===== src/wdi_defs.svh =====
// Purpose: Offsets, field positions, reset values and timing counts of the watchdog block
// Assumes: Byte-wide registers on a 17-bit byte address, 100 MHz clock
// Notes: Included by bare name; definitions only
//
// Behaviour
// - Timeout multiplier is low six bits
// - Each unit is one 31.25 ms tick
// - Range one tick up to 3Fh ticks
// - Multiplier zero disables the watchdog
// - Lock set keeps multiplier unchanged on writes
// - Multiplier writable only if lock already clear
// - Enabled watchdog expiry drives pin and flag
// - Disabled watchdog expiry sets flag only
// - Enabled alarm match drives pin and flag
// - Disabled alarm match sets flag only
// - Enabled power failure drives pin and flag
// - Disabled power failure sets flag only
// - Polarity bit: push-pull high or open-drain low
`ifndef WDI_DEFS_SVH
`define WDI_DEFS_SVH

// Register byte addresses
`define WDI_ADDR_W 17
`define WDI_ADDR_INT 17'h1FFF6
`define WDI_ADDR_DOG 17'h1FFF7
`define WDI_ADDR_STAT 17'h1FFE0
`define WDI_ADDR_MASK 17'h1FFE1

// Watchdog control fields
`define WDI_DOG_STROBE 7
`define WDI_DOG_LOCK 6
`define WDI_DOG_MULT_HI 5
`define WDI_DOG_MULT_LO 0

// Interrupt control fields
`define WDI_INT_DOG_EN 7
`define WDI_INT_ALM_EN 6
`define WDI_INT_PF_EN 5
`define WDI_INT_BATT 4
`define WDI_INT_POL 3
`define WDI_INT_PULSE 2

// Status and mask fields
`define WDI_EV_DOG 2
`define WDI_EV_ALM 1
`define WDI_EV_PF 0

// Reset values
`define WDI_RST_INT 8'h00
`define WDI_RST_DOG 8'h00
`define WDI_RST_MASK 3'h7

// Timing: tick period in ns and clock period in ns
`define WDI_TICK_NS 31250000
`define WDI_CLK_NS 10
`define WDI_TICK_CYC (`WDI_TICK_NS / `WDI_CLK_NS)

`endif


===== src/wdi_pkg.sv =====
// Purpose: Types shared by the watchdog block modules
// Assumes: Nothing beyond the defs header
// Notes: Never imported; referenced with the package scope
package wdi_pkg;
    // Timeout multiplier in ticks
    typedef logic [5:0] wdi_mult_t;
    // Interrupt pin drive style
    typedef enum logic [0:0]
    {
        WDI_PIN_OD = 1'b0,
        WDI_PIN_PP = 1'b1
    } wdi_pin_t;
    // One bit per event source, dog high
    typedef logic [2:0] wdi_ev_t;
endpackage


===== src/wdi_tick_if.sv =====
// Purpose: Carries the tick pulse and its restart between prescaler and core
// Assumes: Both ends on the same clock
// Notes: Restart is a one-cycle request
interface wdi_tick_if;
    logic restart; // Realign prescaler to a fresh period
    logic tick; // One-cycle pulse every tick period
    modport gen(input restart, output tick);
    modport use_side(output restart, input tick);
endinterface


===== src/wdi_tick.sv =====
// Purpose: Divides the system clock down to the 32 Hz watchdog tick
// Assumes: CYC fits in 22 bits
// Notes: Restart zeroes the count so a fresh period starts
module wdi_tick #(
    parameter int unsigned CYC = 3125000
) (
    input wire logic i_clk,
    input wire logic i_arst_n,
    wdi_tick_if.gen tk
);
    localparam logic [21:0] LAST = 22'(CYC - 1);
    logic [21:0] cnt_q; // Cycle count inside a period
    logic [21:0] cnt_d;
    logic tick_q; // Registered tick pulse
    logic tick_d;

    // Next count and tick
    always_comb
    begin
        cnt_d = cnt_q + 22'h000001;
        tick_d = 1'b0;
        if (tk.restart)
        begin
            cnt_d = 22'h000000;
        end
        else if (cnt_q == LAST)
        begin
            cnt_d = 22'h000000;
            tick_d = 1'b1;
        end
    end

    // Register state
    always_ff @(posedge i_clk or negedge i_arst_n)
    begin
        if (!i_arst_n)
        begin
            cnt_q <= 22'h000000;
            tick_q <= 1'b0;
        end
        else
        begin
            cnt_q <= cnt_d;
            tick_q <= tick_d;
        end
    end

    assign tk.tick = tick_q;
endmodule


===== src/wdi_top.sv =====
// Purpose: Watchdog timer with interrupt enables and a shared interrupt pin
// Assumes: Host strobes are one cycle, synchronous to i_clk
// Notes: Read data appear in the cycle after the read strobe only
`include "wdi_defs.svh"

module wdi_top #(
    parameter int unsigned TICK_CYC = `WDI_TICK_CYC
) (
    input wire logic i_clk,
    input wire logic i_arst_n,
    input wire logic [16:0] i_addr,
    input wire logic [7:0] i_wdata,
    input wire logic i_wr,
    input wire logic i_rd,
    output logic [7:0] o_rdata,
    input wire logic i_alarm_match,
    input wire logic i_powerfail,
    output logic o_irq,
    output logic o_int_o,
    output logic o_int_oe,
    output logic o_batt_alarm_en,
    output logic o_int_pulse_mode
);
    // Register selects
    logic sel_int; // Interrupt control hit
    logic sel_dog; // Watchdog control hit
    logic sel_stat; // Status hit
    logic sel_mask; // Mask hit

    // Control registers
    logic [7:0] intc_q; // Interrupt control, low two bits always zero
    logic [7:0] intc_d;
    wdi_pkg::wdi_mult_t mult_q; // Timeout multiplier in ticks
    wdi_pkg::wdi_mult_t mult_d;
    logic lock_q; // Timeout write lock
    logic lock_d;
    wdi_pkg::wdi_mult_t count_q; // Ticks left before expiry
    wdi_pkg::wdi_mult_t count_d;
    wdi_pkg::wdi_ev_t stat_q; // Sticky event flags
    wdi_pkg::wdi_ev_t stat_d;
    wdi_pkg::wdi_ev_t mask_q; // Interrupt mask, one enables
    wdi_pkg::wdi_ev_t mask_d;
    logic [7:0] rdata_q; // Registered read data
    logic [7:0] rdata_d;

    // Derived signals
    logic dog_wr; // Write to watchdog control
    logic dog_strobe; // Restart request from software
    logic dog_expire; // One-cycle expiry event
    wdi_pkg::wdi_ev_t events; // Raw event pulses this cycle
    wdi_pkg::wdi_ev_t enables; // Per-source pin enables
    logic pin_active; // Interrupt pin wants to assert
    wdi_pkg::wdi_pin_t pin_mode; // Pin drive style

    wdi_tick_if tk();

    // Prescaler shares one restart with the core so a strobe starts a full tick
    wdi_tick #(
        .CYC(TICK_CYC)
    ) u_tick (
        .i_clk(i_clk),
        .i_arst_n(i_arst_n),
        .tk(tk)
    );

    // Address decode
    always_comb
    begin
        sel_int = (i_addr == `WDI_ADDR_INT);
        sel_dog = (i_addr == `WDI_ADDR_DOG);
        sel_stat = (i_addr == `WDI_ADDR_STAT);
        sel_mask = (i_addr == `WDI_ADDR_MASK);
        dog_wr = i_wr && sel_dog;
        dog_strobe = dog_wr && i_wdata[`WDI_DOG_STROBE];
    end

    // Watchdog control: lock first, multiplier guarded by the old lock
    always_comb
    begin
        lock_d = lock_q;
        mult_d = mult_q;
        if (dog_wr)
        begin
            lock_d = i_wdata[`WDI_DOG_LOCK];
            // Old lock value is used, so clearing and loading need two writes
            if (!lock_q)
            begin
                mult_d = i_wdata[`WDI_DOG_MULT_HI:`WDI_DOG_MULT_LO];
            end
        end
    end

    // Watchdog countdown in ticks
    always_comb
    begin
        count_d = count_q;
        dog_expire = 1'b0;
        if (mult_q == 6'h00)
        begin
            // Disabled: hold the counter at zero and raise nothing
            count_d = 6'h00;
        end
        else if (dog_strobe || (mult_d != mult_q))
        begin
            // Restart also on a new setting so the old count cannot fire early
            count_d = mult_d;
        end
        else if (tk.tick)
        begin
            if (count_q <= 6'h01)
            begin
                // Timeout after mult ticks, 31.25 ms each
                dog_expire = 1'b1;
                count_d = mult_q;
            end
            else
            begin
                count_d = count_q - 6'h01;
            end
        end
        if ((mult_q == 6'h00) && (mult_d != 6'h00))
        begin
            // Leaving the disabled state starts a full count
            count_d = mult_d;
        end
    end

    // Prescaler restart on strobe or new setting
    always_comb
    begin
        tk.restart = dog_strobe || (mult_d != mult_q);
    end

    // Interrupt control register
    always_comb
    begin
        intc_d = intc_q;
        if (i_wr && sel_int)
        begin
            intc_d = {i_wdata[7:2], 2'b00};
        end
    end

    // Sticky flags: set wins over the write-one clear
    always_comb
    begin
        events = 3'h0;
        events[`WDI_EV_DOG] = dog_expire;
        events[`WDI_EV_ALM] = i_alarm_match;
        events[`WDI_EV_PF] = i_powerfail;
        stat_d = stat_q;
        if (i_wr && sel_stat)
        begin
            stat_d = stat_q & ~i_wdata[2:0];
        end
        stat_d = stat_d | events;
    end

    // Mask register
    always_comb
    begin
        mask_d = mask_q;
        if (i_wr && sel_mask)
        begin
            mask_d = i_wdata[2:0];
        end
    end

    // Pin: only enabled and unmasked flags reach it
    always_comb
    begin
        enables = 3'h0;
        enables[`WDI_EV_DOG] = intc_q[`WDI_INT_DOG_EN];
        enables[`WDI_EV_ALM] = intc_q[`WDI_INT_ALM_EN];
        enables[`WDI_EV_PF] = intc_q[`WDI_INT_PF_EN];
        pin_active = |(stat_q & enables & mask_q);
        pin_mode = wdi_pkg::wdi_pin_t'(intc_q[`WDI_INT_POL]);
    end

    // Read mux; unmapped addresses read zero
    always_comb
    begin
        rdata_d = 8'h00;
        if (i_rd)
        begin
            if (sel_int)
            begin
                rdata_d = intc_q;
            end
            else if (sel_dog)
            begin
                // Strobe is write-only and reads back zero
                rdata_d = {1'b0, lock_q, mult_q};
            end
            else if (sel_stat)
            begin
                rdata_d = {5'h00, stat_q};
            end
            else if (sel_mask)
            begin
                rdata_d = {5'h00, mask_q};
            end
        end
    end

    // Register everything
    always_ff @(posedge i_clk or negedge i_arst_n)
    begin
        if (!i_arst_n)
        begin
            intc_q <= `WDI_RST_INT;
            mult_q <= 6'h00;
            lock_q <= 1'b0;
            count_q <= 6'h00;
            stat_q <= 3'h0;
            mask_q <= `WDI_RST_MASK;
            rdata_q <= 8'h00;
        end
        else
        begin
            intc_q <= intc_d;
            mult_q <= mult_d;
            lock_q <= lock_d;
            count_q <= count_d;
            stat_q <= stat_d;
            mask_q <= mask_d;
            rdata_q <= rdata_d;
        end
    end

    // Outputs; open drain pulls low only, push-pull always drives
    always_comb
    begin
        o_rdata = rdata_q;
        o_irq = |(stat_q & mask_q);
        o_batt_alarm_en = intc_q[`WDI_INT_BATT];
        o_int_pulse_mode = intc_q[`WDI_INT_PULSE];
        if (pin_mode == wdi_pkg::WDI_PIN_PP)
        begin
            o_int_o = pin_active;
            o_int_oe = 1'b1;
        end
        else
        begin
            o_int_o = 1'b0;
            o_int_oe = pin_active;
        end
    end
endmodule


===== config.mk =====
export PLATFORM = sky130hd
export DESIGN_NAME = wdi_top
export DESIGN_NICKNAME = d
export VERILOG_FILES = /design/src/wdi_pkg.sv /design/src/wdi_tick_if.sv /design/src/wdi_tick.sv /design/src/wdi_top.sv
export VERILOG_INCLUDE_DIRS = /design/src /design/src/src
export SDC_FILE = /design/constraint.sdc
export NUM_CORES = 1
export LEC_CHECK = 0
export BUFFER_PORTS_ARGS = -buffer_cell sky130_fd_sc_hd__buf_2
export CORE_MARGIN = 1
export CORE_UTILIZATION = 42
export CTS_CLUSTER_SIZE = 25
export DETAILED_ROUTE_END_ITERATION = 6
export SYNTH_ARGS = -nofsm -noshare
export SYNTH_HDL_FRONTEND = slang
export SYNTH_SLANG_ARGS = --single-unit

===== constraint.sdc =====
create_clock -name i_clk -period 2.2 [get_ports i_clk]
set_clock_uncertainty 0.05 [all_clocks]
set_input_delay 0.44 -clock i_clk [delete_from_list [all_inputs] [get_ports i_clk]]
set_output_delay 0.44 -clock i_clk [all_outputs]
set_load 0.01 [all_outputs]

==> impl_summary.md <==
Clock network
The number of buffers inserted for hold repair after clock tree synthesis is 0. The clock-pin slew on the worst setup and hold paths is about 0.090 ns. The cell sitting at the root of the clock tree is a sky130_fd_sc_hd__clkbuf_8. In this run the deepest clock path goes through 2 buffers. The clock tree from TritonCTS is built.

The number of resized instances in the post-cts repair step is 0. The number of clock sinks is 56. The setup fix buffers added after clock tree synthesis is 0. In this run the number of H-tree levels came out at 2. The number of buffers inserted during clock tree synthesis is 5. The clock latency reported for the late side of the worst-skew pair is ~0.3 ns.

Hold path
The type of the most critical hold path is primary input to async pin.

Floorplan
From left edge to right edge, the die measures around 85 um. The area enclosed by the die boundary is between 7000 and 8000 um2. The total I/O pin count is 44.

In this run the standard cell core region covers 6459 um2. The number of rows created at floorplan is 29. The initial standard-cell utilization of the core is 44.36%.

The vertical extent of the die is 84.60 um.

Synthesis
The total of warnings raised by yosys is 0. The number of library cell types mapped by synthesis is 47. The post-synthesis cell area is 2865 um2. The share of async-settable or async-resettable flops after synthesis is between 90% and 100%. A synthesized cell averages just over 10 um2. The main flop type after synthesis is sky130_fd_sc_hd__dfrtp_1. By area the synthesized netlist is led by sky130_fd_sc_hd__dfrtp_1, sky130_fd_sc_hd__mux2_2, sky130_fd_sc_hd__xnor2_1. The share of synthesized area in the top cell type comes to 46.29%. The synthesized netlist cell count is 276. The number of nets handed over by synthesis was slightly above 300. Of the total synthesized cell area, the portion taken by XOR and XNOR cells is 7.642%. Summing the areas of all compound-gate instances in the mapped netlist gives around 8.1% of the synthesized area. After synthesis, flip-flops and latches occupy 49.04% of the total area.

The synthesized netlist devotes 19.48% of its cell area to simple gates. The mux cell area share after synthesis is 11.40%. The number of storage elements in the synthesis netlist is between 50 and 60. In this run, synthesis inferred 0 flip-flops with an integrated enable. The cell type with the largest total area after synthesis is sky130_fd_sc_hd__dfrtp_1. The combinational family with the most area after synthesis is simple AND/OR/NAND/NOR gates.

Sorting the synthesized cells by how often they occur yields sky130_fd_sc_hd__dfrtp_1, sky130_fd_sc_hd__nor2_1, sky130_fd_sc_hd__nand3_1, sky130_fd_sc_hd__xnor2_1, sky130_fd_sc_hd__mux2_2. In the post-synthesis netlist, the cell with the most instances is sky130_fd_sc_hd__dfrtp_1. Of the total synthesized cell area, the portion taken by full adders, half adders and majority gates is 1.310%.

Layout
At the end of the flow the core is filled with cells to 52.85%. The number of nets at the end of the flow is between 300 and 400. The share of cells above drive strength 1 is 29.20%. The final instance area is 3413 um2. The count of antenna diodes in the layout is 0.

The area growth from synthesis to layout is 19.13%.

Power
IR analysis of the VDD net gives a maximum drop of 0.0002799 V. Dividing total power by cell area gives a power density of 545.0 nW/um2. The post-route total power is 1.860 mW. The leakage power summed over all cells is between 1.5 and 2 nW.

Global routing
The initial antenna violation count is 0. The maximum number of pins on one net before global-route repair is 32. For this run, the total global-route usage over all layers was measured as a little under a fifth.

The remaining global-route overflow is 0. The first-pass GRT wire length is around 11000 um. The via count of the first global-routing pass is 2181.

Timing
The final number of setup-violating endpoints is 0. Setup repair after global routing left no endpoint under its margin. The transition time at the pin with the least slew margin is 0.6226 ns. The hold violation total from the final report was 0. Measured against its own limit, the worst slew margin works out to 58.49%. The final cycle utilization of the critical path is 97.62%. The setup TNS is 0 ns. Based on the critical path, the design can be clocked at up to 465.6 MHz.

Hold is met by 0.09310 ns. The final number of max-transition violations is 0. Counting I/O delays and the setup requirement, the final critical path takes ~2.1 ns.

Routing
The met2 layer wire length in the routed design is 3105 um. The first detailed-routing pass took 7 iterations. The overall routed net length is about 6300 um. Once detail routing completed, the nets flagged for antenna violations numbered 0. The highest layer used for signal routing is met4. The length of routed wiring on met1 is 2900 um.

The starting DRC count in detailed routing is 113. The average routed wire per standard cell is 15.23 um. The total via count in the routed design is 2242. The number of remaining DRC errors is 0. The total length of routed met3 wires is between 150 and 200 um. Dividing the detail-routed via count by the number of cells gives 5.389.

Worst setup path
The startpoint kind of the worst setup timing path is a primary input. The cell with the biggest individual delay on the critical path is sky130_fd_sc_hd__or3_1. The signal on the critical path passes through buf_2, nand4b_1, or4_4, or3_1, mux2_4, mux2_2. The category of the most critical setup path is primary input to flop. For this run, the slowest stage of the critical path takes 0.55 ns. The worst endpoint required time is approximately 2.3 ns. STA puts the critical path data arrival time at ~2.3 ns.

The kind of cell with the highest combined delay on the critical path is simple AND/OR/NAND/NOR gates. The buffering stage count on the worst path with inverters included is 1. In this run the worst path has a maximum fanout of 6.

The kind of end point of the critical path is a flop.

Placed design
The total of buffers placed on input and output ports is 43. The placed instances occupy a cell area of around 3300 um2. Once detailed placement completed, the half-perimeter wirelength came to 4797 um. The congestion estimate from routability-driven global placement came to 0.8356.

Status
The run finished with clean final reports.

Flow run
The count of maximum capacitance violations is 0.
-- cells by family after synthesis --
group           count (synthesis)
xor+xnor                       25
simple gates                  110
buf+inv                        21
flops                          56
mux                            28
compound gates                 33
fa+ha+maj                       3
-- per-stage QoR --
stage               setup slack, ns  instances
floorplan                  -0.06412        276
global placement            -0.2367        408
detailed placement          -0.2822        408
CTS                         0.04392        416
global route               0.001160        416
finish                      0.05225        416
-- power breakdown --
part           internal (mW)  switching (mW)  leakage [nW]
logic                 0.0597          0.0697         0.813
clock network          0.341           0.310        0.0524
registers               1.05          0.0284         0.748
total                   1.45           0.408          1.61
-- layout make-up --
| cell class | instances | area (um2) |
|---|---|---|
| inverter | 15 | 56.30 |
| tap | 77 | 96.34 |
| fill | 594 | 3045 |
| clock inverter | 1 | 30.03 |
| sequential | 56 | 1405 |
| multi-input combinational | 199 | 1374 |
| clock buffer | 7 | 76.32 |
| timing repair buffer | 61 | 375.4 |
-- state kept, by name, indices dropped and copies added, names as in the netlist --
signal,flops
stat_q,3
mask_q,3
u_tick.cnt_q,22
mult_q,6
lock_q,1
o_rdata,8
u_tick.tk.tick,1
count_q,6
intc_q,6
-- per-layer routing --
layer  vias up  global-route usage, %
met5         -                      0
met3        12                  3.933
met2        43                  31.41
met4         0                  6.163
met1      1088                  24.41
li1       1099                      -
-- cells in the final DEF, fill, tap and decap left out, types with 2 or more instances in the layout --
| cell | netlist | routed |
|---|---|---|
| sky130_fd_sc_hd__ha_1 | 3 | 3 |
| sky130_fd_sc_hd__dfstp_2 | 3 | 3 |
| sky130_fd_sc_hd__a21o_1 | 2 | 2 |
| sky130_fd_sc_hd__or3_1 | 2 | 2 |
| sky130_fd_sc_hd__a22oi_1 | 5 | 5 |
| sky130_fd_sc_hd__nor4_1 | 2 | 2 |
| sky130_fd_sc_hd__o211ai_1 | 2 | 2 |
| sky130_fd_sc_hd__nand3_1 | 20 | 20 |
| sky130_fd_sc_hd__and4_1 | 2 | 2 |
| sky130_fd_sc_hd__clkbuf_8 | 0 | 5 |
| sky130_fd_sc_hd__clkbuf_1 | 4 | 2 |
| sky130_fd_sc_hd__or2_2 | 4 | 4 |
| sky130_fd_sc_hd__dfrtp_1 | 53 | 53 |
| sky130_fd_sc_hd__buf_4 | 0 | 16 |
| sky130_fd_sc_hd__buf_12 | 0 | 2 |
| sky130_fd_sc_hd__nand4_1 | 9 | 9 |
| sky130_fd_sc_hd__mux2i_1 | 6 | 6 |
| sky130_fd_sc_hd__xnor2_1 | 18 | 18 |
| sky130_fd_sc_hd__a21oi_1 | 2 | 2 |
| sky130_fd_sc_hd__and3_1 | 3 | 3 |
| sky130_fd_sc_hd__nor3_1 | 8 | 8 |
| sky130_fd_sc_hd__o21ai_0 | 10 | 10 |
| sky130_fd_sc_hd__buf_2 | 0 | 43 |
| sky130_fd_sc_hd__or4_1 | 2 | 2 |
| sky130_fd_sc_hd__nand2_1 | 11 | 11 |
| sky130_fd_sc_hd__nor2_1 | 40 | 40 |
| sky130_fd_sc_hd__inv_1 | 15 | 15 |
| sky130_fd_sc_hd__mux2_2 | 17 | 17 |
| sky130_fd_sc_hd__xor2_1 | 7 | 7 |
| sky130_fd_sc_hd__mux2_4 | 5 | 5 |
-- worst reg2reg max path, stage by stage, from the launching register on --
cell and delay [ns]:
sky130_fd_sc_hd__dfrtp_1 0.41, sky130_fd_sc_hd__or2_2 0.31, sky130_fd_sc_hd__or3_1 0.56, sky130_fd_sc_hd__mux2_4 0.37, sky130_fd_sc_hd__mux2_2 0.26
-- path summary, 6_finish.rpt --
check	startpoint	end	slack [ns]	cells past startpoint
worst max register to register	lock_q	count_q[4]	0.13	4
worst min register to register	u_tick.cnt_q[0]	u_tick.cnt_q[0]	0.49	1
max in group asynchronous	i_arst_n	intc_q[5]	1.43	2
min in group i_clk	i_powerfail	stat_q[0]	0.26	2
worst min-delay path	i_arst_n	count_q[1]	0.09	1
worst max-delay path	i_addr[3]	count_q[4]	0.05	6
Note: power is estimated with default switching activity, not from simulation.
